==> src/common/tla_pkg.sv <==
// constants, register map and carriers for the temperature limit alert logic
package tla_pkg;

  typedef logic [7:0] tla_addr_t;

  // apb byte addresses, one aligned word per register
  localparam tla_addr_t ADDR_CONFIG = 8'h00;
  localparam tla_addr_t ADDR_ENH_CONFIG = 8'h04;
  localparam tla_addr_t ADDR_FILTER_MODE = 8'h08;
  localparam tla_addr_t ADDR_STATUS = 8'h0c;
  localparam tla_addr_t ADDR_LOCAL_TEMP = 8'h10;
  localparam tla_addr_t ADDR_REMOTE_TEMP = 8'h14;
  localparam tla_addr_t ADDR_LOCAL_HIGH = 8'h18;
  localparam tla_addr_t ADDR_REMOTE_HIGH = 8'h1c;
  localparam tla_addr_t ADDR_REMOTE_LOW = 8'h20;
  localparam tla_addr_t ADDR_REMOTE_CRIT = 8'h24;
  localparam tla_addr_t ADDR_CRIT_HYST = 8'h28;
  localparam tla_addr_t ADDR_LUT_HYST = 8'h2c;
  localparam tla_addr_t ADDR_REMOTE_OFFSET = 8'h30;

  // configuration register fields
  localparam int CFG_MASK_BIT = 7;
  localparam int CFG_STBY_BIT = 6;
  localparam int CFG_PWMDIS_BIT = 5;
  // enhanced configuration
  localparam int ENH_USF_BIT = 3;
  // filter and comparator mode register
  localparam int FM_COMP_BIT = 0;
  localparam int FM_ALERTCFG_BIT = 1;
  localparam int FM_FILTER_BIT = 2;

  // qualifying limit flags, also their status bit positions
  localparam int NUM_FLAGS = 4;
  localparam int FLG_LHIGH = 0;
  localparam int FLG_RHIGH = 1;
  localparam int FLG_RLOW = 2;
  localparam int FLG_RCRIT = 3;
  localparam int ST_REMOTE_DIODE_FAULT_FLAG_BIT = 4;
  localparam int ST_BUSY_BIT = 7;

  // reset values
  localparam logic [7:0] CONFIG_RST = 8'h00;
  localparam logic [7:0] ENH_CONFIG_RST = 8'h00;
  localparam logic [7:0] FILTER_MODE_RST = 8'h00;
  localparam logic [7:0] LOCAL_HIGH_RST = 8'h46;
  localparam logic [15:0] REMOTE_HIGH_RST = 16'h5500;
  localparam logic [15:0] REMOTE_LOW_RST = 16'h0000;
  localparam logic [15:0] REMOTE_CRIT_RST = 16'h6e00;
  localparam logic [7:0] CRIT_HYST_RST = 8'h0a;
  localparam logic [7:0] LUT_HYST_RST = 8'h0a;
  localparam logic [15:0] REMOTE_OFFSET_RST = 16'h0000;

  // reading resolution and clamps
  localparam logic [15:0] RES11_MASK = 16'hffe0;
  localparam logic [15:0] RES13_MASK = 16'hfff8;
  localparam logic signed [17:0] UNS_MAX = 18'sh0ffff;
  localparam logic signed [17:0] SGN_MAX = 18'sh07fff;
  localparam logic signed [17:0] SGN_MIN = -18'sh08000;
  localparam logic [15:0] UNS_MAX_W = 16'hffff;
  localparam logic [15:0] SGN_MAX_W = 16'h7fff;
  localparam logic [15:0] SGN_MIN_W = 16'h8000;
  localparam logic [15:0] ZERO_W = 16'h0000;

  // result of one conversion, same clock domain
  typedef struct packed {
    logic done;
    logic [7:0] local_t;
    logic [15:0] remote_t;
  } tla_conv_s;

endpackage

==> src/core/tla_alert_top.sv <==
// temperature limit comparison, status flags, alert and critical outputs
//
// Contract
// - after each conversion compare readings with limits, flag violations
// - local checks high only; remote checks high, low and critical
// - mask clear: alert low while any flag except busy and fault is set; in comparator mode alert follows cond_reg, not the flags
// - mask bit zero enables alert, one suppresses it in all modes
// - critical output low while remote temperature exceeds critical limit
// - critical hysteresis and lookup hysteresis live in separate registers
// - unsigned select chooses format for remote high and critical compares
// - comparator mode releases alert once the condition disappears
// - comparator bit low at reset: alert behaves as latched interrupt
// - interrupt mode status read sets mask if a qualifying flag set
// - flags clear only on status read, reassert next conversion
// - interrupt mode status read clears status and releases alert
// - standby bit stops continuous conversions
// - configuration bit decides if fan pwm halts in standby
// - local values 8 bits; remote values 11 bits left justified
// - digital filter widens remote reading from 11 to 13 bits
// - signed offset pair is added to remote reading before reporting
// - answer alert query only with alert config low; release and mask
// - critical clears at or below limit minus hysteresis, whole degrees
//
// The implementer's own choices: the placing of the registers and the APB slave port.
`timescale 1ns/1ns
`default_nettype none
module tla_alert_top (
  input wire logic core_clk,
  input wire logic rst_b,
  input wire logic psel,
  input wire logic penable,
  input wire logic pwrite,
  input wire logic [7:0] paddr,
  input wire logic [31:0] pwdata,
  input wire logic [3:0] pstrb,
  output logic [31:0] prdata,
  output logic pready,
  output logic pslverr,
  input wire tla_pkg::tla_conv_s conv,
  input wire logic conv_busy,
  input wire logic diode_fault,
  input wire logic alert_response_query,
  output logic alert_n,
  output logic critical_temp_out_n,
  output logic conv_enable,
  output logic pwm_halt,
  output logic ara_ack
);

  logic [7:0] config_reg;
  logic [7:0] enh_config_reg;
  logic [7:0] filter_mode_reg;
  logic [7:0] local_high_limit;
  logic [15:0] remote_high_limit;
  logic [15:0] remote_low_limit;
  logic [15:0] remote_critical_limit;
  logic [7:0] crit_hyst_reg;
  logic [7:0] lut_hyst_reg;
  logic [15:0] remote_offset_reg;
  logic [7:0] local_temp_reading;
  logic [15:0] remote_temp_reading;
  logic [tla_pkg::NUM_FLAGS-1:0] flag_reg;
  logic [tla_pkg::NUM_FLAGS-1:0] cond_reg;
  logic [tla_pkg::NUM_FLAGS-1:0] viol;
  logic crit_active_reg;
  logic crit_active_next;
  logic [15:0] remote_new;
  logic wr_done;
  logic rd_done;
  logic status_rd;
  logic irq_mode;
  logic qual_any;
  logic hw_mask_set;
  logic ara_hit;
  logic alert_next;

  wire logic mask = config_reg[tla_pkg::CFG_MASK_BIT];
  wire logic unsigned_format_select = enh_config_reg[tla_pkg::ENH_USF_BIT];
  wire logic filter_en = filter_mode_reg[tla_pkg::FM_FILTER_BIT];
  wire logic comp_mode = filter_mode_reg[tla_pkg::FM_COMP_BIT];
  wire logic alert_cfg = filter_mode_reg[tla_pkg::FM_ALERTCFG_BIT];

  // widen a left justified remote value to 17 bits in the chosen format
  function automatic logic signed [16:0] fmt_ext(input logic [15:0] v,
                                                 input logic uns);
    fmt_ext = uns ? $signed({1'b0, v}) : $signed({v[15], v});
  endfunction

  function automatic logic addr_valid(input tla_pkg::tla_addr_t a);
    case (a)
      tla_pkg::ADDR_CONFIG, tla_pkg::ADDR_ENH_CONFIG,
      tla_pkg::ADDR_FILTER_MODE, tla_pkg::ADDR_STATUS,
      tla_pkg::ADDR_LOCAL_TEMP, tla_pkg::ADDR_REMOTE_TEMP,
      tla_pkg::ADDR_LOCAL_HIGH, tla_pkg::ADDR_REMOTE_HIGH,
      tla_pkg::ADDR_REMOTE_LOW, tla_pkg::ADDR_REMOTE_CRIT,
      tla_pkg::ADDR_CRIT_HYST, tla_pkg::ADDR_LUT_HYST,
      tla_pkg::ADDR_REMOTE_OFFSET: addr_valid = 1'b1;
      default: addr_valid = 1'b0;
    endcase
  endfunction

  // byte-lane merge of a 16-bit register
  function automatic logic [15:0] merge16(input logic [15:0] old,
                                          input logic [31:0] wd,
                                          input logic [3:0] st);
    merge16 = {st[1] ? wd[15:8] : old[15:8], st[0] ? wd[7:0] : old[7:0]};
  endfunction

  function automatic logic [7:0] merge8(input logic [7:0] old,
                                        input logic [31:0] wd,
                                        input logic [3:0] st);
    merge8 = st[0] ? wd[7:0] : old;
  endfunction

  // apb handshake: one wait state, effects at the completing edge
  assign wr_done = psel & penable & pready & pwrite;
  assign rd_done = psel & penable & pready & ~pwrite;
  assign status_rd = rd_done & (paddr == tla_pkg::ADDR_STATUS);

  always_ff @(posedge core_clk or negedge rst_b)
  begin
    if (!rst_b)
      pready <= 1'b0;
    else
      pready <= psel & penable & ~pready;
  end

  always_ff @(posedge core_clk or negedge rst_b)
  begin
    if (!rst_b)
      pslverr <= 1'b0;
    else
      pslverr <= psel & penable & ~pready & ~addr_valid(paddr);
  end

  // read data captured one cycle ahead of completion
  always_ff @(posedge core_clk or negedge rst_b)
  begin
    if (!rst_b)
      prdata <= '0;
    else if (psel & penable & ~pready & ~pwrite)
    begin
      case (paddr)
        tla_pkg::ADDR_CONFIG: prdata <= {24'h0, config_reg};
        tla_pkg::ADDR_ENH_CONFIG: prdata <= {24'h0, enh_config_reg};
        tla_pkg::ADDR_FILTER_MODE: prdata <= {24'h0, filter_mode_reg};
        tla_pkg::ADDR_STATUS:
        begin
          prdata <= '0;
          prdata[tla_pkg::NUM_FLAGS-1:0] <= flag_reg;
          prdata[tla_pkg::ST_REMOTE_DIODE_FAULT_FLAG_BIT] <= diode_fault;
          prdata[tla_pkg::ST_BUSY_BIT] <= conv_busy;
        end
        tla_pkg::ADDR_LOCAL_TEMP: prdata <= {24'h0, local_temp_reading};
        tla_pkg::ADDR_REMOTE_TEMP: prdata <= {16'h0, remote_temp_reading};
        tla_pkg::ADDR_LOCAL_HIGH: prdata <= {24'h0, local_high_limit};
        tla_pkg::ADDR_REMOTE_HIGH: prdata <= {16'h0, remote_high_limit};
        tla_pkg::ADDR_REMOTE_LOW: prdata <= {16'h0, remote_low_limit};
        tla_pkg::ADDR_REMOTE_CRIT: prdata <= {16'h0, remote_critical_limit};
        tla_pkg::ADDR_CRIT_HYST: prdata <= {24'h0, crit_hyst_reg};
        tla_pkg::ADDR_LUT_HYST: prdata <= {24'h0, lut_hyst_reg};
        tla_pkg::ADDR_REMOTE_OFFSET: prdata <= {16'h0, remote_offset_reg};
        default: prdata <= '0;
      endcase
    end
  end

  // setpoint and hysteresis registers; lookup hysteresis only stored
  always_ff @(posedge core_clk or negedge rst_b)
  begin
    if (!rst_b)
    begin
      enh_config_reg <= tla_pkg::ENH_CONFIG_RST;
      filter_mode_reg <= tla_pkg::FILTER_MODE_RST;
      local_high_limit <= tla_pkg::LOCAL_HIGH_RST;
      remote_high_limit <= tla_pkg::REMOTE_HIGH_RST;
      remote_low_limit <= tla_pkg::REMOTE_LOW_RST;
      remote_critical_limit <= tla_pkg::REMOTE_CRIT_RST;
      crit_hyst_reg <= tla_pkg::CRIT_HYST_RST;
      lut_hyst_reg <= tla_pkg::LUT_HYST_RST;
      remote_offset_reg <= tla_pkg::REMOTE_OFFSET_RST;
    end
    else if (wr_done)
    begin
      case (paddr)
        tla_pkg::ADDR_ENH_CONFIG:
          enh_config_reg <= merge8(enh_config_reg, pwdata, pstrb);
        tla_pkg::ADDR_FILTER_MODE:
          filter_mode_reg <= merge8(filter_mode_reg, pwdata, pstrb);
        tla_pkg::ADDR_LOCAL_HIGH:
          local_high_limit <= merge8(local_high_limit, pwdata, pstrb);
        tla_pkg::ADDR_REMOTE_HIGH:
          remote_high_limit <= merge16(remote_high_limit, pwdata, pstrb);
        tla_pkg::ADDR_REMOTE_LOW:
          remote_low_limit <= merge16(remote_low_limit, pwdata, pstrb);
        tla_pkg::ADDR_REMOTE_CRIT:
          remote_critical_limit <= merge16(remote_critical_limit, pwdata,
                                           pstrb);
        tla_pkg::ADDR_CRIT_HYST:
          crit_hyst_reg <= merge8(crit_hyst_reg, pwdata, pstrb);
        tla_pkg::ADDR_LUT_HYST:
          lut_hyst_reg <= merge8(lut_hyst_reg, pwdata, pstrb);
        tla_pkg::ADDR_REMOTE_OFFSET:
          remote_offset_reg <= merge16(remote_offset_reg, pwdata, pstrb);
        default:
        begin
        end
      endcase
    end
  end

  // hardware mask set wins over a software write in the same cycle
  assign irq_mode = ~comp_mode;
  assign qual_any = |flag_reg;
  assign ara_hit = alert_response_query & ~alert_cfg & ~alert_n;
  assign hw_mask_set = (status_rd & irq_mode & qual_any) | ara_hit;

  always_ff @(posedge core_clk or negedge rst_b)
  begin
    if (!rst_b)
      config_reg <= tla_pkg::CONFIG_RST;
    else
    begin
      if (wr_done && paddr == tla_pkg::ADDR_CONFIG)
        config_reg <= merge8(config_reg, pwdata, pstrb);
      if (hw_mask_set)
        config_reg[tla_pkg::CFG_MASK_BIT] <= 1'b1;
    end
  end

  // remote reading after offset, clamp and resolution select
  tla_remote_path u_remote_path (
    .raw(conv.remote_t),
    .offset(remote_offset_reg),
    .unsigned_format_select(unsigned_format_select),
    .filter_en(filter_en),
    .reading(remote_new)
  );

  always_ff @(posedge core_clk or negedge rst_b)
  begin
    if (!rst_b)
    begin
      local_temp_reading <= '0;
      remote_temp_reading <= '0;
    end
    else if (conv.done)
    begin
      local_temp_reading <= conv.local_t;
      remote_temp_reading <= remote_new;
    end
  end

  // limit tests on the fresh reading; crit in whole degrees
  logic signed [16:0] rt_fmt;
  logic signed [16:0] rt_sgn;
  logic signed [9:0] rt_deg;
  logic signed [16:0] crit_fmt;
  logic signed [9:0] crit_deg;
  logic signed [9:0] crit_clear;

  always_comb
  begin
    rt_fmt = fmt_ext(remote_new, unsigned_format_select);
    rt_sgn = fmt_ext(remote_new, 1'b0);
    rt_deg = {rt_fmt[16], rt_fmt[16:8]};
    crit_fmt = fmt_ext(remote_critical_limit, unsigned_format_select);
    crit_deg = {crit_fmt[16], crit_fmt[16:8]};
    crit_clear = crit_deg - $signed({2'b00, crit_hyst_reg});
    viol = '0;
    viol[tla_pkg::FLG_LHIGH] = $signed(conv.local_t) >
                               $signed(local_high_limit);
    viol[tla_pkg::FLG_RHIGH] = rt_fmt >
                               fmt_ext(remote_high_limit, unsigned_format_select);
    viol[tla_pkg::FLG_RLOW] = rt_sgn <
                              fmt_ext(remote_low_limit, 1'b0);
    viol[tla_pkg::FLG_RCRIT] = rt_deg > crit_deg;
    // hysteresis: hold active until at or below limit minus hysteresis
    if (rt_deg > crit_deg)
      crit_active_next = 1'b1;
    else if (rt_deg <= crit_clear)
      crit_active_next = 1'b0;
    else
      crit_active_next = crit_active_reg;
  end

  always_ff @(posedge core_clk or negedge rst_b)
  begin
    if (!rst_b)
      crit_active_reg <= 1'b0;
    else if (conv.done)
      crit_active_reg <= crit_active_next;
  end

  // live out-of-limit condition, feeds comparator mode
  always_ff @(posedge core_clk or negedge rst_b)
  begin
    if (!rst_b)
      cond_reg <= '0;
    else if (conv.done)
    begin
      cond_reg <= viol;
      cond_reg[tla_pkg::FLG_RCRIT] <= crit_active_next;
    end
  end

  // sticky flags: a conversion setting a flag wins over a status read
  genvar g;
  generate
    for (g = 0; g < tla_pkg::NUM_FLAGS; g = g + 1)
    begin : g_flag
      always_ff @(posedge core_clk or negedge rst_b)
      begin
        if (!rst_b)
          flag_reg[g] <= 1'b0;
        else if (conv.done && viol[g])
          flag_reg[g] <= 1'b1;
        else if (status_rd)
          flag_reg[g] <= 1'b0;
      end
    end
  endgenerate

  // alert pulls low only with mask clear; busy and fault never count
  always_comb
  begin
    if (mask)
      alert_next = 1'b0;
    else if (comp_mode)
      alert_next = |cond_reg;
    else
      alert_next = qual_any & ~status_rd & ~ara_hit;
  end

  always_ff @(posedge core_clk or negedge rst_b)
  begin
    if (!rst_b)
      alert_n <= 1'b1;
    else
      alert_n <= ~(alert_next & ~ara_hit);
  end

  always_ff @(posedge core_clk or negedge rst_b)
  begin
    if (!rst_b)
      ara_ack <= 1'b0;
    else
      ara_ack <= ara_hit;
  end

  always_ff @(posedge core_clk or negedge rst_b)
  begin
    if (!rst_b)
      critical_temp_out_n <= 1'b1;
    else
      critical_temp_out_n <= ~crit_active_reg;
  end

  // standby stops conversions; pwm optionally halted with it
  always_ff @(posedge core_clk or negedge rst_b)
  begin
    if (!rst_b)
    begin
      conv_enable <= 1'b0;
      pwm_halt <= 1'b0;
    end
    else
    begin
      conv_enable <= ~config_reg[tla_pkg::CFG_STBY_BIT];
      pwm_halt <= config_reg[tla_pkg::CFG_STBY_BIT] &
                  config_reg[tla_pkg::CFG_PWMDIS_BIT];
    end
  end

endmodule
`default_nettype wire

==> src/core/tla_remote_path.sv <==
// remote reading path: offset add, clamp and resolution select
`timescale 1ns/1ns
`default_nettype none
module tla_remote_path (
  input wire logic [15:0] raw,
  input wire logic [15:0] offset,
  input wire logic unsigned_format_select,
  input wire logic filter_en,
  output logic [15:0] reading
);

  logic signed [17:0] ext_raw;
  logic signed [17:0] ext_off;
  logic signed [17:0] sum;
  logic [15:0] clamped;

  always_comb
  begin
    ext_raw = unsigned_format_select ? $signed({2'b00, raw}) : $signed({{2{raw[15]}}, raw});
    ext_off = $signed({{2{offset[15]}}, offset});
    sum = ext_raw + ext_off;
    // clamp, never roll over past full scale
    if (unsigned_format_select)
    begin
      if (sum < 0)
        clamped = tla_pkg::ZERO_W;
      else if (sum > tla_pkg::UNS_MAX)
        clamped = tla_pkg::UNS_MAX_W;
      else
        clamped = sum[15:0];
    end
    else
    begin
      if (sum > tla_pkg::SGN_MAX)
        clamped = tla_pkg::SGN_MAX_W;
      else if (sum < tla_pkg::SGN_MIN)
        clamped = tla_pkg::SGN_MIN_W;
      else
        clamped = sum[15:0];
    end
    reading = clamped & (filter_en ? tla_pkg::RES13_MASK
                                   : tla_pkg::RES11_MASK);
  end

endmodule
`default_nettype wire

==> config.mk <==
export PLATFORM = sky130hd
export DESIGN_NAME = tla_alert_top
export DESIGN_NICKNAME = d
export VERILOG_FILES = /design/src/common/tla_pkg.sv /design/src/core/tla_alert_top.sv /design/src/core/tla_remote_path.sv
export SDC_FILE = /design/constraint.sdc
export NUM_CORES = 1
export LEC_CHECK = 0
export BUFFER_PORTS_ARGS = -buffer_cell sky130_fd_sc_hd__buf_2
export CAP_MARGIN = 20
export CORE_MARGIN = 2
export CORE_UTILIZATION = 31
export CTS_BUF_LIST = sky130_fd_sc_hd__clkbuf_4
export DETAILED_ROUTE_END_ITERATION = 12
export MAX_ROUTING_LAYER = met4
export PLACE_DENSITY = 0.6
export SYNTH_ARGS = -nofsm -noshare
export SYNTH_HDL_FRONTEND = slang
export SYNTH_HIERARCHICAL = 1
export SYNTH_SLANG_ARGS = --single-unit
==> constraint.sdc <==
create_clock -name core_clk -period 5.3 [get_ports core_clk]
set_clock_uncertainty 0.05 [all_clocks]
set_input_delay 1.06 -clock core_clk [delete_from_list [all_inputs] [get_ports core_clk]]
set_output_delay 1.06 -clock core_clk [all_outputs]
set_load 0.05 [all_outputs]
==> results of run 1 <==
-- cells by family after synthesis --
group / after synthesis / share of synthesized area
other cells: 2 / 0.0007171
fa+ha+maj: 83 / 0.1006
xor+xnor: 23 / 0.01924
flops: 167 / 0.4012
mux: 158 / 0.1737
simple gates: 215 / 0.1075
compound gates: 208 / 0.1410
buf+inv: 128 / 0.05603
-- power groups by stage --
stage	registers [mW]	logic, mW	clock network [mW]
2_1_floorplan	1.42	0.234	0
3_3_place_gp	1.37	0.428	0
3_5_place_dp	1.37	0.435	0
4_1_cts	1.35	0.437	0.793
5_1_grt	1.36	0.476	0.858
6_report	1.35	0.436	0.772
-- worst max path at each step --
stage	end	slack, ns	from
after CTS	cond_reg[2]$_DFFE_PN0P_	0.84	remote_offset_reg[0]$_DFFE_PN0P_
after global placement	cond_reg[1]$_DFFE_PN0P_	0.24	conv[0]
after floorplan	crit_active_reg$_DFFE_PN0P_	0.61	conv[0]
after global routing	crit_active_reg$_DFFE_PN0P_	0.49	remote_offset_reg[4]$_DFFE_PN0P_
after detailed placement	flag_reg[2]$_DFFE_PN0P_	0.19	conv[0]
final	cond_reg[2]$_DFFE_PN0P_	0.80	conv[0]
-- worst max-delay path, cell delays in order --
cell and delay, ns:
buf_2 0.08, ha_1 0.17, inv_1 0.06, fa_1 0.36
nand2b_1 0.20, a21oi_4 0.19, o21ai_2 0.11, o41a_1 0.35
a21oi_2 0.34, nor3_1 0.15, o32ai_1 0.65, ha_1 0.27
a211oi_1 0.07, nor2_1 0.11, a211oi_1 0.08, o41ai_1 0.57
nand2_1 0.11
-- cell usage in the layout (no fill, tap or decap), types with 11 or more instances in the layout --
| cell type | Yosys | routed |
|---|---|---|
| a21o_1 | 11 | 11 |
| nand3_1 | 22 | 22 |
| mux2_2 | 136 | 136 |
| nand2_1 | 53 | 53 |
| clkbuf_4 | 0 | 17 |
| nor2_1 | 52 | 52 |
| buf_2 | 10 | 80 |
| buf_4 | 21 | 20 |
| a21oi_1 | 49 | 49 |
| a31oi_1 | 11 | 11 |
| dfrtp_1 | 149 | 149 |
| xnor2_1 | 12 | 12 |
| conb_1 | 2 | 19 |
| a22oi_1 | 20 | 20 |
| o21ai_0 | 32 | 32 |
| ha_1 | 81 | 81 |
| inv_1 | 73 | 73 |
| dfstp_2 | 18 | 18 |
| xor2_1 | 11 | 11 |
| nor2b_1 | 12 | 12 |
| mux2i_1 | 16 | 16 |
-- final cells by class --
| cell class | instances | area, um^2 | share of cell area |
|---|---|---|---|
| Multi-Input combinational cell | 706 | 5774 | 0.4951 |
| Sequential cell | 167 | 4202 | 0.3603 |
| Timing Repair Buffer | 101 | 561.8 | 0.04817 |
| Tap cell | 448 | 560.5 | 0.04806 |
| Inverter | 74 | 277.8 | 0.02382 |
| Clock inverter | 15 | 153.9 | 0.01320 |
| Clock buffer | 17 | 127.6 | 0.01094 |
| Antenna cell | 2 | 5.005 | 0.0004291 |
-- layer usage --
layer  global-route usage  wire length (um)
met5                    -                 0
met4              0.05058               664
met1               0.2499             14410
met2               0.2822             14130
met3              0.04080              2011
-- through the flow --
step	hold slack (ns)	power (mW)	setup WS, ns
3_5_place_dp	0.4269	1.809	0.1943
6_report	0.4234	2.559	0.8006
5_1_grt	0.4554	2.691	0.4852
2_1_floorplan	0.3548	1.658	0.6130
3_3_place_gp	0.4188	1.801	0.2415
4_1_cts	0.4407	2.581	0.8417
==> impl_results.md, run 1 <==
- CTS Hold Bufs: 0
- RSZ-0062 raised after global routing: false
- WL per Instance: 20.40 um
- Syn avg cell area: 10.64 um^2
- Cell area power density: 219.5 nW/um^2
- Flops & latches, synth: 167
- Max-Cap Viols: 0
- Layout cells sized above 1: 0.3000
- Minimum clock period: 4.499 ns
- Hold Vio Cnt, Final: 0
- Root Buffer: clkbuf_4
- Startpoint Class: input port
- Seq/Total Area, Yosys: 0.4012
- Final setup viols: 0
- Area contributors post-synth: dfrtp_1 36%, mux2_2 15%, ha_1 9.7%
- Initial antenna violation count: 2
- Core area: 33360 um^2
- Main flop type after synthesis: dfrtp_1
- Placed Instances: 1496
- Internal power: 1.676 mW
- Die W: 187.8 um
- PostCTS Resize Cnt: 0
- Fmax: 222.2 MHz
- DRC viols: 0
- Crit. End Element: flip-flop
- Combinational fraction of design power: 0.170
- GP Congestion: 0.9123
- Wirelength, routed: 31210 um
- Net switching power: 0.8832 mW
- Final Util: 0.3495
- R2r startpoint: remote_offset_reg[4]$_DFFE_PN0P_
- Unique masters post-synth: 87
- Starting Density: 0.3139
- Design area: 11660 um^2
- Area post-placement: 11380 um^2
- CTS Buf Count: 17
- Crit path DAT: 4.94 ns
- RR Endpoint: cond_reg[2]$_DFFE_PN0P_
- Yosys top cell by area: dfrtp_1
- Post-route ant nets: 0
- Total number of vias: 8123
- Clk buf depth: 2
- H-tree levels: 4
- Site row count: 67
- Nets: 1227
- Worst-margin pin slew: 1.134 ns
- Post-synth ARST share: 1.000
- Worst R2R Setup Slack: 0.83 ns
- Top-area cell type share of the netlist area: 0.3560
- Final Cycle Share: 0.8490
- Worst skew pair latency: 0.62 ns
- Finished Layout Cells: 1530
- Top cells by count, synth: 149 x dfrtp_1, 136 x mux2_2, 81 x ha_1, 73 x inv_1, 53 x nand2_1
- TritonCTS clock tree: built
- Mapped Area: 10470 um^2
- Die Y: 187.8 um
- DR vias/cell: 5.309
- CTS sink count: 167
- I/O Buffers: 81
- Max Slew Vio Count: 0
- EDFF count, synth: 0
- Worst-path maximum fanout: 6
- Setup TNS: 0 ns
- Gr ovfl total: 0
- Sequential Power Share: 0.528
- Relative slew slack: 0.2380
- Fillers: 3481
- VDD IR max: 0.0001524 V
- Final HPWL DP: 23720 um
- Largest net degree at the start of global routing: 88
- Most common cell in the synthesized netlist: dfrtp_1
- WS Path Type: in2reg
- Layout area overhead: 11.36%
- Vias in the first global route: 8004
- Outcome: finished clean
- Net Sw Frac: 0.3451
- 1st-pass router iterations: 5
- Syn. warnings: 6
- Leakage: 5.223 nW
- I/O pins: 116
- Post-CTS setup buffers: 0
- Worst r2r path cells: 14
- Gate Count Post-Synth: 984
- Worst endpoint required time: 5.74 ns
- Clock power frac: 0.302
- HP Class: in2async
- Full die area: 35270 um^2
- CTS clk-pin slew, worst paths: 0.16 ns
- GR Util All Layers: 0.1858
- 1st-iter DRT viols: 671
- First-pass GRT wire length: 48270 um
(Power assumes the default switching activity.)
==> run 2, diff against run 1 <==
clock period = 4.5 ns   (was 5.3 ns; I/O delays follow)
==> run 2 against run 1 <==
  * Via count rose by 3.4%
  * Critical path depth fell by 1
  * Utilization rose by 1.6 points
  * Sequential share of layout area fell by 1.6 points
  * Final area rose by 4.6%
  * Sequential power rose by 18%
  * Setup slack got worse by 0.58 ns
  * Clock power rose by 26%
  * Final cell count rose by 3.8%
  * Count of clock-buffer cells in the layout did not move
  * Die area did not move
  * Non-clock buffer count rose by 59
  * Critical path type is now reg2reg
  * Highest routed layer unchanged
==> impl_results.md, run 2 (synthesis results as in run 1) <==
- Worst path cell trace: ha_1 > inv_1 > fa_1 > nand2b_1 > a21oi_4 > o21ai_2 > o41a_1 > and3_4 > nor3_2 > o31ai_4 > ha_1 > a211oi_1 > o211ai_1 > o221ai_1 > o21ai_0 > a221o_1
- GR Util All Layers: 0.1838 (-0.001954)
- VDD IR max: 0.0002371 V (+56%)
- Most frequent CP cell: ha_1
- Post-route ant nets: 0 (unchanged)
- Hold Vio Cnt, Final: 0 (unchanged)
- Die Y: 187.8 um (unchanged)
- Site row count: 67 (unchanged)
- Largest net degree at the start of global routing: 82 (-6.8%)
- DRC viols: 0 (unchanged)
- CTS Hold Bufs: 0 (unchanged)
- Nets: 1286 (+4.8%)
- DR vias/cell: 5.289 (-0.38%)
- Total number of vias: 8399 (+3.4%)
- Clk buf depth: 2 (unchanged)
- Layout cells sized above 1: 0.3433 (+0.04328)
- Register area: 4203 um^2 (about the same)
- Relative slew slack: 0.4773 (+0.2393)
- CTS Buf Count: 17 (unchanged)
- Outcome: finished clean
- HP Class: in2async
- Vias in the first global route: 8346 (+4.3%)
- Cell area power density: 255.5 nW/um^2 (+16%)
- Worst-path maximum fanout: 6 (unchanged)
- 1st-iter DRT viols: 575 (-14%)
- I/O Buffers: 81 (unchanged)
- Final setup viols: 0 (unchanged)
- Pre-CTS setup slack: -0.3894 ns (-0.5837 ns)
- Full die area: 35270 um^2 (unchanged)
- Max Slew Vio Count: 0 (unchanged)
- Final WS setup: 0.2215 ns (-0.5791 ns)
- CTS clk-pin slew, worst paths: 0.20 ns (+0.04 ns)
- CTS sink count: 167 (unchanged)
- Worst R2R Setup Slack: 0.22 ns (-0.61 ns)
- Max-Cap Viols: 0 (unchanged)
- TritonCTS clock tree: built
- Die W: 187.8 um (unchanged)
- Most frequent cells in the layout: 148 x dfrtp_1, 136 x mux2_2, 81 x ha_1
- Wirelength, routed: 31430 um (+0.71%)
- Final Util: 0.3656 (+0.01609)
- WS Path Type: reg2reg
- 1st-pass router iterations: 6 (+1)
- Most common cell after layout, fill and taps aside: dfrtp_1
- First-pass GRT wire length: 48120 um (-0.30%)
- Core area: 33360 um^2 (unchanged)
- Starting Density: 0.3139 (unchanged)
- Final Cycle Share: 0.9508
- H-tree levels: 4 (unchanged)
- Crit. End Element: flip-flop
- WL per Instance: 19.79 um (-3.0%)
- Fillers: 3405 (-2.2%)
- Crit path DAT: 4.74 ns (-0.20 ns)
- Worst endpoint required time: 4.96 ns (-0.78 ns)
- Fmax: 233.7 MHz
- Multi-input logic area: 5829 um^2 (+0.95%)
- Worst-margin pin slew: 0.7643 ns (-0.3693 ns)
- I/O pins: 116 (unchanged)
- Slowest cell on the critical path: dfrtp_1
- Worst skew pair latency: 0.64 ns (+0.02 ns)
- RSZ-0062 raised after global routing: true
- Worst r2r path cells: 16 (+2)
- Startpoint Class: flip-flop
- Layout area overhead: 16.49%
- Initial antenna violation count: 1 (-1)
- Leakage: 5.528 nW (+5.8%)
- Minimum clock period: 4.279 ns
- GP Congestion: 0.8970 (-1.7%)
- Final HPWL DP: 23840 um (+0.51%)
- Gr ovfl total: 0 (unchanged)
- Largest incremental delay on the critical path: 0.40 ns (-0.25 ns)
- Root Buffer: clkbuf_4
## run 2: worst max-delay path: cells and delay by family (launching register included)
kind	cells	cell delay, ns
AOI/OAI and AO/OA	9	1.95
adders and majority gates	3	0.87
buffers and inverters	1	0.06
DFF	1	0.40
and+or+nand+nor	3	0.83
## run 2: repair_timing
| action | 4_1_cts | 5_1_grt |
|---|---|---|
| gates resized for setup | 0 | 11 |
| setup endpoints to repair | 0 | 5 |
| setup buffers | 0 | 4 |
## run 2: power breakdown
part	leakage [nW]	total [mW]	internal, mW	switching [mW]
Clock	0.170	0.976	0.277	0.698
Sequential	2.15	1.59	1.55	0.0362
Combinational	3.20	0.551	0.193	0.358
## run 2: cell type report
| cell class | instances | area share |
|---|---|---|
| diodes | 1 | 0.0002051 |
| clock buffers | 17 | 0.01046 |
| clock inverters | 15 | 0.01590 |
| inverters | 74 | 0.02277 |
| multi-input cells | 706 | 0.4778 |
| flip-flops and latches | 167 | 0.3445 |
| well taps | 448 | 0.04595 |
| repair buffers | 160 | 0.08236 |
## run 2: final timing paths
path / to / start
max: crit_active_reg$_DFFE_PN0P_ / remote_offset_reg[0]$_DFFE_PN0P_
min: local_temp_reading[1]$_DFFE_PN0P_ / rst_b
max reg2reg: crit_active_reg$_DFFE_PN0P_ / remote_offset_reg[0]$_DFFE_PN0P_
min reg2reg: critical_temp_out_n$_DFF_PN1_ / crit_active_reg$_DFFE_PN0P_
max in group asynchronous: lut_hyst_reg[3]$_DFFE_PN1P_ / rst_b
min in group core_clk: critical_temp_out_n$_DFF_PN1_ / crit_active_reg$_DFFE_PN0P_
## run 2: metrics by stage
stage	hold slack (ns)	std cells	TNS (ns)	power [mW]	cell area, um^2
after floorplan	0.3548	1001	0	1.954	10540
after global placement	0.4143	1551	-1.454	2.150	11780
after detailed placement	0.4256	1551	-1.927	2.160	11780
after CTS	0.2393	1583	0	3.131	12100
after global routing	0.2434	1588	-0.05118	3.260	12200
final	0.2175	1588	0	3.117	12200
## run 2: per-layer routing
metal  global-route usage  vias to the layer above  part of all wire
met5                    -                        -                 0
met4              0.05421                        0             0.024
met3              0.04192                       52             0.051
met2               0.2808                      241              0.46
met1               0.2434                     4230              0.47
li1                     -                     3876                 -
==> run 3, diff against run 2 <==
==> constraint.sdc (replaced) <==
create_clock -name core_clk -period 4.5 [get_ports core_clk]
set_clock_uncertainty 0.05 [all_clocks]
set_input_delay 0.225 -clock core_clk [delete_from_list [all_inputs] [get_ports core_clk]]
set_output_delay 0.225 -clock core_clk [all_outputs]
set_load 0.05 [all_outputs]
==> run 3 against run 2 <==
  * Total power decreased by 2.9%
  * Final cell count decreased by 2.1%
  * Setup slack got worse by 0.013 ns
  * Utilization decreased by 0.69 points
  * Global-route usage increased by 0.069 points
  * Count of clock-buffer cells in the layout increased by 1
  * Worst hold slack got worse by 0.17 ns
  * Register-to-register slack about the same
  * Sequential cell count unchanged
  * Critical path type unchanged
==> impl_results.md, run 3 (synthesis results as in run 1) <==
- Design area: 11970 um^2 (-1.9%)
- HP Class: in2reg
- Crit path launch: remote_offset_reg[1]$_DFFE_PN0P_
- Internal power: 2.034 mW (+0.45%)
- Die Y: 187.8 um (unchanged)
- Register area: 4202 um^2 (about the same)
- Cell area power density: 252.8 nW/um^2 (-1.1%)
- Total number of vias: 8230 (-2.0%)
- Multi-input logic area: 5817 um^2 (-0.21%)
- DR vias/cell: 5.296 (+0.13%)
- Final setup viols: 0 (unchanged)
- H-tree levels: 4 (unchanged)
- Largest incremental delay on the critical path: 0.45 ns (+0.05 ns)
- I/O Buffers: 81 (unchanged)
- CP top delay family: compound AO/OA/AOI/OAI gates
- Full die area: 35270 um^2 (unchanged)
- Finished Layout Cells: 1554 (-2.1%)
- Sequential Power Share: 0.524 (+0.014)
- Final Cycle Share: 0.9538 (+0.002987)
- VDD IR max: 0.0001606 V (-32%)
- GP Congestion: 0.9106 (+1.5%)
- Most common cell after layout, fill and taps aside: dfrtp_1
- Placed Instances: 1495 (-3.6%)
- Combinational fraction of design power: 0.178 (about the same)
- WL per Instance: 20.05 um (+1.3%)
- Crit. End Element: flip-flop
- Overall power: 3.026 mW (-2.9%)
- Crit path DAT: 4.72 ns (-0.02 ns)
- DRC viols: 0 (unchanged)
- Layout cells sized above 1: 0.2995 (-0.04374)
- Vias in the first global route: 8092 (-3.0%)
- Most frequent cells in the layout: 149 x dfrtp_1, 136 x mux2_2, 81 x ha_1
- Net switching power: 0.9924 mW (-9.2%)
- Gr busiest metal: met2
- Worst-path maximum fanout: 11 (+5)
- Initial antenna violation count: 1 (unchanged)
- Largest net degree at the start of global routing: 96 (+17%)
- Max-Cap Viols: 0 (unchanged)
- WS Path Type: reg2reg
- Gr ovfl total: 0 (unchanged)
- Leakage: 5.331 nW (-3.6%)
- WP buf/inv: 2 (+1)
- Clock power frac: 0.297 (-0.016)
- Worst skew pair latency: 0.61 ns (-0.03 ns)
- 1st-pass router iterations: 5 (-1)
- Fmax: 233.0 MHz (-0.31%)
- Final Util: 0.3587 (-0.006900)
- Slowest cell on the critical path: dfrtp_1
- GR Util met1: 0.2547 (+0.01126)
- Worst endpoint required time: 4.93 ns (-0.03 ns)
- First-pass GRT wire length: 48240 um (+0.26%)
- Clk buf depth: 2 (unchanged)
- Worst-margin pin slew: 1.135 ns (+0.3709 ns)
- Starting Density: 0.3139 (unchanged)
- Net Sw Frac: 0.3279 (-0.02252)
- Final Hold Slack: 0.04267 ns (-0.1748 ns)
- Startpoint Class: flip-flop
- Final HPWL DP: 23440 um (-1.7%)
- Wirelength, routed: 31160 um (-0.87%)
- Minimum clock period: 4.292 ns (+0.01344 ns)
- I/O pins: 116 (unchanged)
- 1st-iter DRT viols: 758 (+32%)
- GR Util All Layers: 0.1845 (+0.0006887)
- Area post-placement: 11380 um^2 (-3.4%)
- Die W: 187.8 um (unchanged)
- R2r startpoint: remote_offset_reg[1]$_DFFE_PN0P_
- CTS Buf Count: 17 (unchanged)
- Core area: 33360 um^2 (unchanged)
- Relative slew slack: 0.2369 (-0.2404)
- Site row count: 67 (unchanged)
- Nets: 1252 (-2.6%)
- CTS sink count: 167 (unchanged)
- Met2 Track Usage GR: 0.2798 (-0.0009972)
- Met3 Use GR: 0.03144 (-0.01048)
- Hold Vio Cnt, Final: 0 (unchanged)
- Worst path cell trace: ha_1 > a211oi_1 > o211ai_2 > nand3_1 > a22oi_2 > mux2_4 > o31ai_4 > buf_4 > a22oi_1 > buf_4 > ha_1 > nand4_1 > nor2_1 > a221o_1 > o31ai_1 > nand2_1
- Layout area overhead: 14.29%
- Post-route ant nets: 0 (unchanged)
- Outcome: finished clean
- HP Start: pwdata[3]
- CTS clk-pin slew, worst paths: 0.16 ns (-0.04 ns)
- TritonCTS clock tree: built
- Fillers: 3376 (-0.85%)
- Root Buffer: clkbuf_4
- Max Slew Vio Count: 0 (unchanged)
[run 3: what timing repair did]
action | 4_1_cts | 5_1_grt
buffers inserted | 0 | 2
setup endpoints to repair | 0 | 6
hold buffers | 24 | 0
resized for setup | 0 | 8
endpoints found under the hold margin | 146 | 0
[run 3: power groups by stage]
stage | registers, mW | clock network [mW] | logic (mW)
4_1_cts | 1.59 | 0.922 | 0.534
5_1_grt | 1.59 | 0.988 | 0.588
3_3_place_gp | 1.61 | 0 | 0.508
6_report | 1.59 | 0.900 | 0.539
2_1_floorplan | 1.68 | 0 | 0.275
3_5_place_dp | 1.61 | 0 | 0.516
[run 3: worst paths after layout]
check,slack [ns],to,depth (start not counted)
worst min register to register,0.43,critical_temp_out_n$_DFF_PN1_,1
worst max register to register,0.21,flag_reg[1]$_DFFE_PN0P_,16
min in group asynchronous,0.14,remote_low_limit[13]$_DFFE_PN0P_,2
worst max-delay path,0.21,flag_reg[1]$_DFFE_PN0P_,16
max in group asynchronous,3.27,local_high_limit[6]$_DFFE_PN1P_,3
worst min-delay path,0.04,lut_hyst_reg[3]$_DFFE_PN1P_,2
[run 3: per-layer routing]
metal / routed length, um / vias up
met5: 0 / -
met4: 638 / 0
met3: 1943 / 38
met2: 13990 / 287
met1: 14580 / 4098
li1: - / 3807
[run 3: worst register-to-register path, delay by kind of cell, from the launching register on]
kind | cells | cell delay [ns]
DFF | 1 | 0.45
and+or+nand+nor | 4 | 0.52
buffers and inverters | 2 | 0.36
AOI/OAI and AO/OA | 7 | 1.78
muxes | 1 | 0.39
adders and majority gates | 2 | 0.62
[run 3: layout make-up]
cell class / instances / area share
diodes: 1 / 0.0002091
clock buffers: 18 / 0.01129
clock inverters: 14 / 0.01171
inverters: 74 / 0.02321
multi-input cells: 706 / 0.4860
flip-flops and latches: 167 / 0.3510
well taps: 448 / 0.04683
repair buffers: 126 / 0.06973
[run 3: metrics by stage]
step,setup TNS (ns),setup slack [ns]
6_report,0,0.2080
5_1_grt,-0.01368,-0.01368
4_1_cts,0,0.1624
3_5_place_dp,0,0.2294
3_3_place_gp,0,0.3045
2_1_floorplan,0,0.5125
